### config.mk
export PLATFORM = sky130hd
export DESIGN_NAME = pad_lanes
export DESIGN_NICKNAME = d
export VERILOG_FILES = /design/src/verilog/pad_pkg.sv /design/src/verilog/pad_lanes.sv
export SDC_FILE = /design/constraint.sdc
export NUM_CORES = 1
export LEC_CHECK = 0
export ABC_AREA = 1
export BUFFER_PORTS_ARGS = -buffer_cell sky130_fd_sc_hd__buf_4
export CORE_UTILIZATION = 25
export CTS_BUF_LIST = sky130_fd_sc_hd__clkbuf_4 sky130_fd_sc_hd__clkbuf_8
export CTS_CLUSTER_SIZE = 25
export DETAILED_ROUTE_END_ITERATION = 10
export SLEW_MARGIN = 40
export SYNTH_ARGS = -nofsm -noshare
export SYNTH_HDL_FRONTEND = slang
export SYNTH_SLANG_ARGS = --single-unit
### constraint.sdc
create_clock -name MCLK -period 3.15 [get_ports MCLK]
set_input_delay 0.1575 -clock MCLK [delete_from_list [all_inputs] [get_ports MCLK]]
set_output_delay 0.1575 -clock MCLK [all_outputs]
set_load 0.005 [all_outputs]
### src/verilog/pad_pkg.sv
// Package for the PCI address/data and command/byte-enable lane block
package pad_pkg;
	// ---------------------------------------------------------------
	// Bus widths and field positions
	// ---------------------------------------------------------------
	localparam int AD_W = 32; // Address/data lane count
	localparam int CBE_W = 4; // Command/byte-enable line count
	localparam logic [1:0] BURST_LINEAR = 2'h0; // Low address bits for linear burst
	localparam logic [3:0] CMD_MEM_READ = 4'h6; // Memory read command code
	localparam logic [3:0] CMD_MEM_WRITE = 4'h7; // Memory write command code
	localparam logic [3:0] CMD_CFG_READ = 4'ha; // Configuration read command code
	localparam logic [3:0] CMD_CFG_WRITE = 4'hb; // Configuration write command code
	localparam logic [31:0] BAR_RESET = 32'h0000_0000; // Target window base reset value
	localparam logic [31:0] BAR_MASK_RESET = 32'hffff_ff00; // Target window mask

	// Lane phases
	typedef enum logic [2:0] {PAD_IDLE, PAD_M_ADDR, PAD_M_DATA, PAD_T_DATA, PAD_RELEASE} pad_state_t;

	// Master request from the DMA side
	typedef struct packed {
		logic valid; // Request present
		logic write; // Write when set
		logic [29:0] dword_addr; // Doubleword address
		logic [31:0] wdata; // FIFO write data, little-endian
		logic [3:0] byte_en_n; // Byte enables, low active, physical lanes
	} pad_mreq_t;

	// Captured data toward the user side
	typedef struct packed {
		logic valid; // One-cycle strobe
		logic from_target; // Set when captured as a target write
		logic [31:0] data; // Data in local order
		logic [3:0] byte_en_n; // Enables on physical lanes
	} pad_rdata_t;

	// Byte reversal used for big-endian FIFO data
	function automatic logic [31:0] pad_swap(input logic [31:0] d, input logic en);
		pad_swap = en ? {d[7:0], d[15:8], d[23:16], d[31:24]} : d;
	endfunction

	// Even parity over lanes and command/enable lines
	function automatic logic pad_parity(input logic [31:0] ad, input logic [3:0] cbe);
		pad_parity = ^{ad, cbe};
	endfunction
endpackage

### src/verilog/pad_lanes.sv
// Lane steering for PCI address/data and command/byte-enable lines
// Notes on behaviour
// - Address first clock, data on later clocks
// - Little-endian lanes unless swapping is on; target data never swapped
// - Swap bit reorders FIFO data big-endian
// - Master address drives low two bits zero
// - Monitor lanes for address match when idle
// - Drive lanes on master write, target read
// - Capture lanes on master read, target write
// - Reset held: all lanes are inputs only
// - Initiator drives command in address phase
// - Enables qualify physical lanes in data
// - Enables follow lanes regardless of swap
// - Released low-active line driven high once
// - Parity is even over lanes and commands
`timescale 1ns/1ps
module pad_lanes
	import pad_pkg::*;
(
	// Clock and reset
	input wire logic MCLK,
	input wire logic SYS_RST,
	// Control
	input wire logic BYTE_SWAP_ENABLE,
	input wire logic GRANT,
	input wire pad_mreq_t MREQ,
	input wire logic [31:0] TGT_RDATA,
	// Pins, address/data
	input wire logic [31:0] AD_IN,
	output logic [31:0] AD_OUT,
	output logic AD_OE,
	// Pins, command/byte enables
	input wire logic [3:0] CBE_N_IN,
	output logic [3:0] CBE_N_OUT,
	output logic CBE_OE,
	// Pins, framing and parity
	input wire logic FRAME_N_IN,
	output logic FRAME_N_OUT,
	output logic FRAME_OE,
	input wire logic IRDY_N_IN,
	input wire logic TRDY_N_IN,
	output logic PAR_OUT,
	output logic PAR_OE,
	// User side
	output logic MREQ_TAKEN,
	output pad_rdata_t RDATA,
	output logic TGT_HIT
);
	// ---------------------------------------------------------------
	// Pin synchronisers
	// ---------------------------------------------------------------
	logic [31:0] ad_s1, ad_s; // Lane samples, two stages
	logic [3:0] cbe_s1, cbe_s; // Command/enable samples
	logic frame_s1, frame_s, frame_d; // Frame samples and delayed copy
	logic irdy_s1, irdy_s, trdy_s1, trdy_s; // Handshake samples
	logic grant_s1, grant_s; // Bus grant samples

	// Two flops before any logic reads a pin
	always_ff @(posedge MCLK) begin
		ad_s1 <= AD_IN;
		ad_s <= ad_s1;
		cbe_s1 <= CBE_N_IN;
		cbe_s <= cbe_s1;
		frame_s1 <= FRAME_N_IN;
		frame_s <= frame_s1;
		frame_d <= frame_s;
		irdy_s1 <= IRDY_N_IN;
		irdy_s <= irdy_s1;
		trdy_s1 <= TRDY_N_IN;
		trdy_s <= trdy_s1;
		grant_s1 <= GRANT;
		grant_s <= grant_s1;
	end

	// ---------------------------------------------------------------
	// State
	// ---------------------------------------------------------------
	pad_state_t state, next_state; // Lane phase
	logic [31:0] ad_out, next_ad_out; // Lane output
	logic ad_oe, next_ad_oe; // Lane drive enable
	logic [3:0] cbe_out, next_cbe_out; // Command/enable output
	logic cbe_oe, next_cbe_oe; // Command/enable drive
	logic frame_out, next_frame_out; // Frame, low active
	logic frame_oe, next_frame_oe; // Frame drive
	logic par_out, next_par_out; // Parity output
	logic par_oe, next_par_oe; // Parity drive, one clock behind lanes
	logic taken, next_taken; // Request accepted pulse
	pad_rdata_t rdata, next_rdata; // Captured data
	logic tgt_hit, next_tgt_hit; // Address match pulse
	logic m_write, next_m_write; // Master direction held
	logic t_read, next_t_read; // Target read in progress
	logic [31:0] bar; // Target window base
	logic addr_phase; // Frame just fell: address on the lanes
	logic hit; // Address matches window

	assign bar = BAR_RESET;
	// Address is present on the first clock of the frame
	assign addr_phase = !frame_s && frame_d;
	// Match watched only while not master
	assign hit = addr_phase && ((ad_s & BAR_MASK_RESET) == bar);

	// ---------------------------------------------------------------
	// Next-state logic
	// ---------------------------------------------------------------
	always_comb begin
		next_state = state;
		next_ad_out = ad_out;
		next_ad_oe = ad_oe;
		next_cbe_out = cbe_out;
		next_cbe_oe = cbe_oe;
		next_frame_out = frame_out;
		next_frame_oe = frame_oe;
		// As a target the enables on the bus belong to the initiator
		next_par_out = pad_parity(ad_out, cbe_oe ? cbe_out : cbe_s);
		next_par_oe = ad_oe;
		next_taken = 1'b0;
		next_rdata = '0;
		next_tgt_hit = 1'b0;
		next_m_write = m_write;
		next_t_read = t_read;
		case (state)
			PAD_IDLE: begin
				// Idle: lanes are inputs and watched for a match
				next_ad_oe = 1'b0;
				next_cbe_oe = 1'b0;
				next_frame_oe = 1'b0;
				if (MREQ.valid && grant_s && frame_s) begin
					// Address phase: dword address, low bits zero
					next_ad_out = {MREQ.dword_addr, BURST_LINEAR};
					next_cbe_out = MREQ.write ? CMD_MEM_WRITE : CMD_MEM_READ;
					next_ad_oe = 1'b1;
					next_cbe_oe = 1'b1;
					next_frame_out = 1'b0;
					next_frame_oe = 1'b1;
					next_m_write = MREQ.write;
					next_taken = 1'b1;
					next_state = PAD_M_ADDR;
				end else if (hit) begin
					// Claimed as target; reads turn the lanes around
					next_tgt_hit = 1'b1;
					next_t_read = !cbe_s[0];
					next_state = PAD_T_DATA;
				end
			end
			PAD_M_ADDR: begin
				// Single data phase; frame goes high as it starts
				next_frame_out = 1'b1;
				next_cbe_out = MREQ.byte_en_n;
				if (m_write) begin
					// Master write drives FIFO data, swapped when the swap bit is set
					next_ad_out = pad_swap(MREQ.wdata, BYTE_SWAP_ENABLE);
				end else begin
					next_ad_oe = 1'b0;
				end
				next_state = PAD_M_DATA;
			end
			PAD_M_DATA: begin
				if (!trdy_s) begin
					if (!m_write) begin
						// Master read captures and restores local order
						next_rdata.valid = 1'b1;
						next_rdata.data = pad_swap(ad_s, BYTE_SWAP_ENABLE);
						next_rdata.byte_en_n = cbe_out;
					end
					next_ad_oe = 1'b0;
					next_cbe_oe = 1'b0;
					next_state = PAD_RELEASE;
				end
			end
			PAD_T_DATA: begin
				if (t_read) begin
					// Target read: little-endian, never swapped
					next_ad_out = TGT_RDATA;
					next_ad_oe = 1'b1;
				end
				// A read ends only after one clock with its data on the lanes
				if (!irdy_s && (!t_read || ad_oe)) begin
					if (!t_read) begin
						next_rdata.valid = 1'b1;
						next_rdata.from_target = 1'b1;
						next_rdata.data = ad_s;
						next_rdata.byte_en_n = cbe_s;
					end
					next_ad_oe = 1'b0;
					next_state = PAD_IDLE;
				end
			end
			PAD_RELEASE: begin
				// Frame already high; now let it float
				next_frame_oe = 1'b0;
				next_state = PAD_IDLE;
			end
			default: next_state = PAD_IDLE;
		endcase
	end

	// ---------------------------------------------------------------
	// Registers
	// ---------------------------------------------------------------
	always_ff @(posedge MCLK) begin
		if (SYS_RST) begin
			// All lanes released so the test chain sees inputs
			state <= PAD_IDLE;
			ad_out <= '0;
			ad_oe <= 1'b0;
			cbe_out <= '1;
			cbe_oe <= 1'b0;
			frame_out <= 1'b1;
			frame_oe <= 1'b0;
			par_out <= 1'b0;
			par_oe <= 1'b0;
			taken <= 1'b0;
			rdata <= '0;
			tgt_hit <= 1'b0;
			m_write <= 1'b0;
			t_read <= 1'b0;
		end else begin
			state <= next_state;
			ad_out <= next_ad_out;
			ad_oe <= next_ad_oe;
			cbe_out <= next_cbe_out;
			cbe_oe <= next_cbe_oe;
			frame_out <= next_frame_out;
			frame_oe <= next_frame_oe;
			par_out <= next_par_out;
			par_oe <= next_par_oe;
			taken <= next_taken;
			rdata <= next_rdata;
			tgt_hit <= next_tgt_hit;
			m_write <= next_m_write;
			t_read <= next_t_read;
		end
	end

	assign AD_OUT = ad_out;
	assign AD_OE = ad_oe;
	assign CBE_N_OUT = cbe_out;
	assign CBE_OE = cbe_oe;
	assign FRAME_N_OUT = frame_out;
	assign FRAME_OE = frame_oe;
	assign PAR_OUT = par_out;
	assign PAR_OE = par_oe;
	assign MREQ_TAKEN = taken;
	assign RDATA = rdata;
	assign TGT_HIT = tgt_hit;
endmodule

# [Word level (Yosys, flattened, before mapping)]
# Index checks and enable logic that the tools add are counted.
[classes] n_eq_ne=12 muxes=34 bitwise=4 n_reduce_logical=28
[ops] op="$mux W32" n=5
[ops] op="$pmux W32 S3" n=1
[ops] op="$mux W38" n=2
[ops] op="$mux W36" n=2
[ops] op="$pmux W36 S2" n=1
[ops] op="$reduce_xor A36 Y1" n=1
[ops] op="$logic_not A32 Y1" n=1
[ops] op="$mux W3" n=4
[ops] op="$ne A2 B2 Y1 const B" n=6
[ops] op="$pmux W3 S4" n=1
[ops] op="$mux W1" n=10
[ops] op="$mux W4" n=2
[ops] op="$pmux W1 S2" n=4
[ops] op="$pmux W4 S2" n=1
[ops] op="$reduce_and A4 Y1" n=2
[ops] op="$eq A3 B2 Y1 const B" n=2
[ops] op="$ne A3 B3 Y1 const B" n=2
[ops] op="$reduce_and A2 Y1" n=3
[ops] op="$reduce_and A3 Y1" n=2
[ops] op="$reduce_bool A2 Y1" n=3
[ops] op="$reduce_or A3 Y1" n=2
[ops] op="$logic_and A1 B1 Y1" n=5
[ops] op="$logic_not A1 Y1" n=4
[ops] op="$not A1 Y1" n=4
[ops] op="8 further kinds" n=8
[totals] reg_bits=168 inputBits=143 out_inout_bits=82 wordCells=108

# [Longest topological paths before layout]
# Gate-level depths: netlist (run 1).
[depth] word_depth=6 mapped_depth=15

# [Worst setup path after synthesis (run 1)]
# No wires, ideal clock.
[synth_path] path_kind="register to register" startpoint="register state[1]" endpoint="register ad_out[9], in the netlist AD_OUT[9]" setup_time_ns=0.134 t_arrival_ns=1.295 required_ns=3.016 setup_slack_ns=1.721 path_stages_with_launch=10 synth_period_minus_slack_ns=1.429 path_cell_list="dfxtp_1 -> inv_2 -> nand2_2 -> nor2_2 -> nand2_1 -> o21ai_4 -> nor2_8 -> buf_6 -> o21ai_0 -> a41oi_1"
[synth_via] elab_chain_len=3
[synth_rtl] item="start, declared" line="pad_lanes.sv:78" text="pad_state_t state, next_state;"
[synth_rtl] item="start signal, assigned" line="pad_lanes.sv:218" text="state <= next_state;"
[synth_rtl] item="$eq A3 B2 Y1 (tied with other cells)" line="pad_lanes.sv:121" text="case (state)"
[synth_rtl] item="$ne A2 B2 Y1 (no line) or $reduce_bool A3 Y1 (tied branches)"
[synth_rtl] item="$reduce_and A4 Y1 (no line)"
[synth_rtl] item="end signal, assigned" line="pad_lanes.sv:219" text="ad_out <= next_ad_out;"
[synth_rtl] item="end, declared" line="pad_lanes.sv:79" text="logic [31:0] ad_out, next_ad_out;"
# Several ways; a longest one is shown, not always the timed one.
# A chain may end at the register's enable or synchronous reset.

# [Worst setup path after layout (run 1)]
[layout_path] startpoint="register state[2]" endpoint="register ad_out[18], in the netlist AD_OUT[18]"
# Same word-level chain as after synthesis.

==> results by stage, run 1 <==
Clocking:
- CTS placed an instance of sky130_fd_sc_hd__clkbuf_8 at the clock tree root.
- The post-CTS setup-driven buffer insertion count is 0.
- At the later pin of the worst-skew pair, clock insertion delay measures ~0.46 ns.
- The clock slew at the register clock pins of the worst setup and hold paths is 0.10 ns.
- Clock tree synthesis inserted a total of 17 buffers.
- The TritonCTS clock tree is built.
- The worst-case clock buffer depth is 2.
- The number of H-tree levels is 4.
- The count of clock tree sinks is 168.

Floorplan:
- The number of core rows is 58.
- The die is 162 µm tall.
- In this run the count of I/O pins placed on the die edge is 225.
- The effective utilization at floorplan is 0.255.
- The floorplan step set the die width to around 160 µm.
- The full die area is between 0.02 and 0.03 mm².
- In this run the standard cell core region covers 0.0253 mm².

Drt:
- The post-detailed-route via-to-cell ratio is around 4.5.
- In this run, the number of DRC markers left after iteration 0 of detailed routing was 560.
- Summing over every cut layer, the via total after detailed routing is 6443.
- The number of search-and-repair iterations in the first detailed-routing pass is 6.
- In the final routed layout, each cell accounts on average for 15.4 µm.
- The post-route antenna net violation count is 0.
- The routed design has 22200 µm of wire.
- For this run, design rule violations remaining after detail routing come to 0.

Worst setup path:
- The setup slack of the most critical reg-to-reg path is between 0.3 and 0.4 ns.
- The highest net fanout along the worst path is 64.
- The type of element launching the critical path is a flip-flop.
- STA classifies the critical path endpoint as a flip-flop.
- The required time of the critical path is about 3.5 ns.
- The data arrival at the endpoint of the critical path is about 3.2 ns.
- The critical path in this run is classified as flip-flop to flip-flop.

Power and ir drop:
- The worst-case IR drop observed on VDD is 0.000404 V.
- The leakage power of the design is about 0.0045 µW.
- The areal power density over the cells is ~710 mW/mm².

Synth:
- By count the netlist is led by sky130_fd_sc_hd__nand2_1 (245), sky130_fd_sc_hd__dfxtp_1 (168), sky130_fd_sc_hd__inv_1 (70), sky130_fd_sc_hd__nor2_1 (60), sky130_fd_sc_hd__a22oi_1 (34).
- The biggest area contributor in the post-synthesis netlist is sky130_fd_sc_hd__dfxtp_1.
- The number of synthesized flops with an enable pin is 0.
- Counting every net in the synthesized netlist gives 931.
- The post-synthesis sequential element count is 168.
- The share of flip-flops with an asynchronous set or reset after synthesis is 0.
- The portion of the post-synthesis area used by sequential elements is 0.522.
- The per-instance average area after synthesis is 8.17 µm².
- During synthesis, Yosys emitted a total of 0 warnings.
- After synthesis the cells add up to 0.00644 mm².
- The share of Yosys cell area claimed by the top area cell type is 0.522.
- Yosys instantiated no cell more often than sky130_fd_sc_hd__nand2_1.
- The instance count of the mapped netlist is 788.
- The predominant post-synthesis flop cell is sky130_fd_sc_hd__dfxtp_1.
- The count of unique library cells instantiated by Yosys is 37.
- By area the synthesized netlist is led by sky130_fd_sc_hd__dfxtp_1 (52%), sky130_fd_sc_hd__nand2_1 (14%), sky130_fd_sc_hd__inv_1 (4.1%), sky130_fd_sc_hd__a22oi_1 (4.0%), sky130_fd_sc_hd__a41oi_1 (3.9%).

Timing:
- The max-slew violation count came to 0.
- Setup repair after global routing left no endpoint under its margin.
- The highest clock rate is between 300 and 400 MHz.
- The sum of negative setup slack is 0 ns.
- The worst-case clock skew is between 0.015 and 0.02 ns.
- The post-route minimum period is 2.84 ns.
- The final count of hold timing violations is 0.
- The headroom to the max-slew limit is 0.486.
- The final worst-path cycle share is 0.901.
- The transition time of the tightest slew-check pin is 0.766 ns.
- Setup violations remaining at the end of the flow were counted as 0.

Global route:
- The pin count of the biggest net entering global routing is 65.
- The number of global-route vias before repair came to 6364.
- The number of antenna violations at the first check in global routing came to 0.
- The overall fraction of global-route tracks in use is 0.170.
- The total overflow left after global routing is 0.
- The first-pass GRT wire length is 33900 µm.

Run status:
- The run finished with clean final reports.

Layout:
- The antenna cell count is 0.
- The number of non-filler instances in the completed layout is 1440.
- The final instance area is 0.00975 mm².
- The final layout contains between 1000 and 1500 nets.
- Compared with the post-synthesis result, the final layout area differs by 51.5%.
- The fraction of layout instances using a drive strength above 1 is 0.252.

Job:
- The count of maximum capacitance violations is 0.

Worst hold path:
- The min-delay analysis places its worst path in the category primary input to flip-flop.

Place:
- During placement, the flow inserted port buffers numbering 224.
- The placed instance area is 0.00839 mm².
- Once placement completed, the tool counted placed cells totaling 1312.
- Detailed placement finished with a half-perimeter wire length of 16200 µm.
- At the end of routability-driven placement, the weighted congestion stood at 0.898.
[flip-flops by register name, indices dropped and copies added, names as in the netlist, 3 cells and up]
register / cells
AD_OUT: 32
cbe_s1: 4
RDATA: 38
CBE_N_OUT: 4
ad_s: 32
state: 3
cbe_s: 4
ad_s1: 32
[metrics by stage]
| step | hold WS, ns | power (µW) | worst slack (ns) | utilization |
|---|---|---|---|---|
| global route | 0.0177 | 7410 | 0.0905 | 0.386 |
| global placement | 0.262 | 5100 | 0.856 | 0.332 |
| finish | 0.0311 | 6900 | 0.312 | 0.386 |
| floorplan | 0.185 | 4280 | 1.72 | - |
| CTS | 0.00167 | 6960 | 0.301 | 0.386 |
| detailed placement | 0.263 | 5130 | 0.810 | 0.332 |
[worst max-delay path: stages (launching register included)]
cell and delay [ns]:
sky130_fd_sc_hd__dfxtp_1 0.36, sky130_fd_sc_hd__nor2_2 0.18, sky130_fd_sc_hd__inv_2 0.27, sky130_fd_sc_hd__nor2_8 0.54
sky130_fd_sc_hd__nand2_2 0.14, sky130_fd_sc_hd__o21ai_2 0.15, sky130_fd_sc_hd__nor2_8 0.04, sky130_fd_sc_hd__buf_12 0.18
sky130_fd_sc_hd__o21ai_0 0.18, sky130_fd_sc_hd__a41oi_1 0.07, sky130_fd_sc_hd__dlygate4sd3_1 0.58
[layout by cell type, fill, tap and decap left out, drive strengths merged]
master       instances
a221oi               1
o2111ai              1
xnor2                8
nand4                1
a21oi               10
o21a                 3
o21ai               41
nand2              248
o311a                1
buf                232
nor3                 5
a211oi               1
o221ai               1
inv                 80
nand3               13
nor3b                1
nor2                65
dlygate4sd3         97
or2                  1
o22ai                7
a41oi               29
o211ai              30
nor4                 1
xor2                 5
clkinvlp             2
clkinv               7
clkbuf              17
dfxtp              168
a22oi               34
[area by class of cell]
cell class	instances	area, µm²
Clock inverter	14	153
Inverter	75	282
Timing Repair Buffer	329	2730
Tap cell	330	413
Fill cell	2576	15500
Multi-Input combinational cell	507	2580
Sequential cell	168	3360
Clock buffer	17	234
[what timing repair did]
action	4_1_cts	5_1_grt
hold buffers	97	0
hold endpoints to repair	73	0
gates resized for setup	0	0
[where the power goes]
part | total (µW) | switching (µW) | internal [µW]
Sequential | 2650 | 261 | 2390
Combinational | 2730 | 1480 | 1250
Clock | 1520 | 927 | 592
[kinds of logic (layout without fill, tap and decap cells)]
kind of cell | after synthesis | in the layout | share of synthesized area
buf+inv | 113 | 435 | 0.0766
simple gates | 335 | 335 | 0.209
xor+xnor | 13 | 13 | 0.0177
compound gates | 159 | 159 | 0.175
flops | 168 | 168 | 0.522
[worst paths after layout]
path	startpoint	cells past startpoint	end
worst max register to register	state[2]	10	AD_OUT[18]
worst max-delay path	state[2]	10	AD_OUT[18]
worst min-delay path	TGT_RDATA[7]	3	AD_OUT[7]
worst min register to register	cbe_s1[3]	0	cbe_s[3]
[routing by layer]
metal,up-vias,track usage,part of all wire
met3,26,0.0634,0.11
met1,2895,0.192,0.40
met2,292,0.288,0.46
met5,-,0,0
li1,3230,-,-
met4,0,0.0626,0.027
Power figures use the tool's default switching activity.
==> inputs of run 2 (changes only) <==
--- a/config.mk
+++ b/config.mk
@@ -5,7 +5,7 @@
 export SDC_FILE = /design/constraint.sdc
 export NUM_CORES = 1
 export LEC_CHECK = 0
-export ABC_AREA = 1
+export ABC_AREA = 0
 export BUFFER_PORTS_ARGS = -buffer_cell sky130_fd_sc_hd__buf_4
 export CORE_UTILIZATION = 25
 export CTS_BUF_LIST = sky130_fd_sc_hd__clkbuf_4 sky130_fd_sc_hd__clkbuf_8
==> run 2 against run 1 <==
Combinational power is 55% lower. Cell count is 14% lower. Routed wire length is 11% lower. Critical path type unchanged. Synthesized area is 2.0% lower. Worst setup slack better by 0.40 ns. Die area is 2.0% lower. Sequential cell count stayed put. First-iteration DRC count is 48% lower. Cell area is 3.6% lower.
==> results by stage, run 2 <==
Run status:
- The flow ran to the end, and the final reports show no timing, DRC or antenna violations.

Timing:
- The transition time of the tightest slew-check pin is 0.757 ns (-0.00853 ns).
- The setup-violating endpoint count in the final report is 0 (unchanged).
- The final count of hold timing violations was 0 (unchanged).
- The post-route minimum period is 2.43 ns (-0.404 ns).
- Setup repair after global routing left no endpoint under its margin.
- The max-slew violation count is 0 (unchanged).
- The highest clock rate is 411 MHz (+17%).
- The hold slack came to 0.0740 ns (+0.0429 ns).
- The headroom to the max-slew limit was 0.495 (+0.00877).
- The sum of negative setup slack is 0 ns (unchanged).
- The worst-case clock skew is 0.0162 ns (-0.00344 ns).
- The final worst-path cycle share is 0.773 (-0.128).

Drt:
- The number of violations reported at the end of detailed-routing iteration 0 is 293 (-48%).
- The post-route antenna net violation count is 0 (unchanged).
- The total routed wirelength is 19700 µm (-11%).
- The wire length per cell came to 15.8 µm (+2.7%).
- The post-detailed-route via-to-cell ratio is 4.38 (-2.2%).
- The number of search-and-repair iterations in the first detailed-routing pass came to 6 (unchanged).
- The post-route DRC violation count came to 0 (unchanged).
- The detailed-route via count was 5444 (-16%).

Power and ir drop:
- The part of the total power dissipated in the clock network is 0.301 (+0.081).
- The areal power density over the cells is 550 mW/mm² (-22%).
- The total power consumption of the routed design is 5170 µW (-25%).
- The proportion of total power due to net switching is 0.326 (-0.0607).
- The net switching power figure is 1690 µW (-37%).
- The leakage power of the design came to 0.00394 µW (-13%).
- The worst supply voltage drop on vdd is 0.000238 V (-41%).
- The sequential fraction of design power is 0.459 (+0.075).
- The internal cell power came to 3480 µW (-18%).
- The share of power burned in combinational logic came to 0.240 (-0.156).

Clocking:
- The number of H-tree levels is 4 (unchanged).
- The count of clock tree sinks is 168 (unchanged).
- The number of hold-repair buffers added at the cts stage is 76 (-22%).
- CTS placed an instance of sky130_fd_sc_hd__clkbuf_8 at the clock tree root.
- The post-CTS setup-driven buffer insertion count was 0 (unchanged).
- The worst-case clock buffer depth is 2 (unchanged).
- The clock slew at the register clock pins of the worst setup and hold paths is 0.10 ns (about the same).
- The number of instances resized during post-cts repair is 0 (unchanged).
- The source-to-sink clock delay at the later pin of the worst-skew pair is 0.46 ns (about the same).
- The CTS buffer count came to 17 (unchanged).
- The TritonCTS clock tree is built.

Synth:
- The portion of the post-synthesis area used by sequential elements is 0.533 (+0.0108).
- sky130_fd_sc_hd__dfxtp_1 is the most common cell in the netlist.
- By count the netlist is led by sky130_fd_sc_hd__dfxtp_1 (168), sky130_fd_sc_hd__nor2_1 (85), sky130_fd_sc_hd__a21oi_1 (40), sky130_fd_sc_hd__nand2_1 (38), sky130_fd_sc_hd__a22oi_1 (36).
- The share of Yosys cell area claimed by the top area cell type came to 0.533 (+0.0108).
- The per-instance average area after synthesis is 10.1 µm² (+23%).
- The number of synthesis warnings is 0 (unchanged).
- The share of flip-flops with an asynchronous set or reset after synthesis was 0 (unchanged).
- The post-synthesis sequential element count came to 168 (unchanged).
- The dominant cell type by area after synthesis is sky130_fd_sc_hd__dfxtp_1.
- The number of synthesized flops with an enable pin was 0 (unchanged).
- The predominant post-synthesis flop cell is sky130_fd_sc_hd__dfxtp_1.
- The synthesized net count is 769 (-17%).
- The count of unique library cells instantiated by Yosys was 42 (+14%).
- The area of the mapped netlist is 0.00631 mm² (-2.0%).
- By area the synthesized netlist is led by sky130_fd_sc_hd__dfxtp_1 (53%), sky130_fd_sc_hd__a311oi_2 (6.7%), sky130_fd_sc_hd__mux2_2 (5.4%), sky130_fd_sc_hd__nor2_1 (5.1%), sky130_fd_sc_hd__a22oi_1 (4.3%).
- The instance count of the mapped netlist was 626 (-21%).

Worst setup path:
- The slowest stage cell on the critical path is sky130_fd_sc_hd__dlygate4sd3_1.
- The required time of the critical path is 3.50 ns (about the same).
- The type of element launching the critical path is a flip-flop.
- The data arrival at the endpoint of the critical path is 2.78 ns (-0.41 ns).
- The largest stage delay on the critical path was 0.55 ns (-0.03 ns).
- STA classifies the critical path endpoint as a flip-flop.
- The highest net fanout along the worst path was 66 (+3.1%).
- The class of the most critical setup path is flip-flop to flip-flop.
- Traced cell by cell, the critical path runs through inv_2 -> nand2_2 -> buf_4 -> nor2_1 -> a21oi_1 -> nand3_1 -> dlygate4sd3_1.

Global route:
- The overall fraction of global-route tracks in use was 0.152 (-0.0176).
- The pin count of the biggest net entering global routing is 67 (+3.1%).
- The number of global-route vias before repair is 5236 (-18%).
- The first-pass GRT wire length is 29800 µm (-12%).
- The number of antenna violations at the first check in global routing is 0 (unchanged).
- The aggregate global routing overflow is 0 (unchanged).

Place:
- The number of port buffers is 224 (unchanged).
- The weighted congestion at the end of routability-driven global placement is 0.847 (-5.8%).
- The final HPWL from detailed placement is 14300 µm (-12%).

Layout:
- The layout-stage area growth over the synthesis result is 49.0%.
- The fraction of layout instances using a drive strength above 1 is 0.359 (+0.106).
- The area of the multi-input gates is 0.00258 mm² (about the same).
- The sequential standard cell area is 0.00336 mm² (about the same).
- The flip-flop count of the largest register, all copies and words added is 38 (unchanged).
- The leading cell type in the layout, fill and taps excluded is sky130_fd_sc_hd__buf_4.
- The top cell types in the final layout, fill and taps aside, are sky130_fd_sc_hd__buf_4 (229), sky130_fd_sc_hd__dfxtp_1 (167), sky130_fd_sc_hd__nor2_1 (85), sky130_fd_sc_hd__dlygate4sd3_1 (76), sky130_fd_sc_hd__a21oi_1 (40).
- The number of fill cells in the layout is 2486 (-3.5%).
- The antenna cell count was 0 (unchanged).
- The number of nets in the finished design is 1050 (-15%).

Floorplan:
- The effective utilization at floorplan is 0.257 (+0.00218).
- The full die area came to 0.0259 mm² (-2.0%).
- The placeable core region came to 0.0245 mm² (-2.9%).
- The number of core rows came to 57 (-1.7%).
- The width of the die came to 161 µm (-1.0%).
- The I/O pin count is 225 (unchanged).
- The vertical die dimension is 161 µm (-1.0%).

Worst hold path:
- The class of the worst hold path is primary input to flip-flop.

Job:
- The count of maximum capacitance violations is 0 (unchanged).
run 2: cell count changes after synthesis, sizes merged, moves of 7 or more:
cell / change
mux2i: +7
a41oi: -29
xnor2: +21
nand3: -10
mux2: +30
a311oi: +30
nor2: +20
nand2: -210
inv: -38
a21oi: +31
o211ai: -28
run 2: logic make-up after synthesis:
kind of cell           synth area share
AO/OA/AOI/OAI                     0.184
AND/OR/NAND/NOR                   0.107
flip-flops                        0.533
XOR/XNOR                         0.0522
multiplexers                     0.0647
buffers and inverters            0.0585
run 2: routing by layer:
| layer | up-vias | share of wire | global-route usage |
|---|---|---|---|
| li1 | 2715 | - | - |
| met1 | 2535 | 0.45 | 0.196 |
| met2 | 169 | 0.48 | 0.250 |
| met3 | 25 | 0.041 | 0.0297 |
| met4 | 0 | 0.023 | 0.0583 |
| met5 | - | 0 | 0 |
run 2: layout make-up:
class | instances | share of cell area
sequential | 168 | 0.358
timing repair buffer | 306 | 0.266
inverter | 35 | 0.0140
multi-input combinational | 379 | 0.274
tap | 324 | 0.0431
clock inverter | 15 | 0.0194
clock buffer | 17 | 0.0249
run 2: power groups by stage:
stage / sequential (µW) / clock (µW) / combinational (µW)
final: 2370 / 1560 / 1240
after global placement: 2420 / 0 / 1150
after CTS: 2370 / 1610 / 1240
after detailed placement: 2420 / 0 / 1160
after global routing: 2390 / 1710 / 1360
after floorplan: 2380 / 0 / 771
run 2: final timing paths:
path / start / cells after the start / slack, ns / end
worst min-delay path: SYS_RST / 2 / 0.07 / PAR_OE
worst max-delay path: state[2] / 7 / 0.72 / CBE_N_OUT[0]
worst max register to register: state[2] / 7 / 0.72 / CBE_N_OUT[0]
worst min register to register: ad_s1[20] / 0 / 0.33 / ad_s[20]
run 2: stage by stage:
| step | area (µm²) | setup slack [ns] | util | std cells |
|---|---|---|---|---|
| after global routing | 9400 | 0.522 | 0.383 | 1244 |
| after floorplan | 6310 | 1.55 | - | 626 |
| final | 9400 | 0.716 | 0.383 | 1244 |
| after global placement | 8220 | 0.914 | 0.335 | 1136 |
| after CTS | 9400 | 0.692 | 0.383 | 1244 |
| after detailed placement | 8220 | 0.907 | 0.335 | 1136 |
run 2: critical path, delay by kind of cell (launching register included):
family	cells	cell delay (ns)
buffers and inverters	3	1.20
flip-flops	1	0.49
AND/OR/NAND/NOR	3	0.40
AO/OA/AOI/OAI	1	0.22
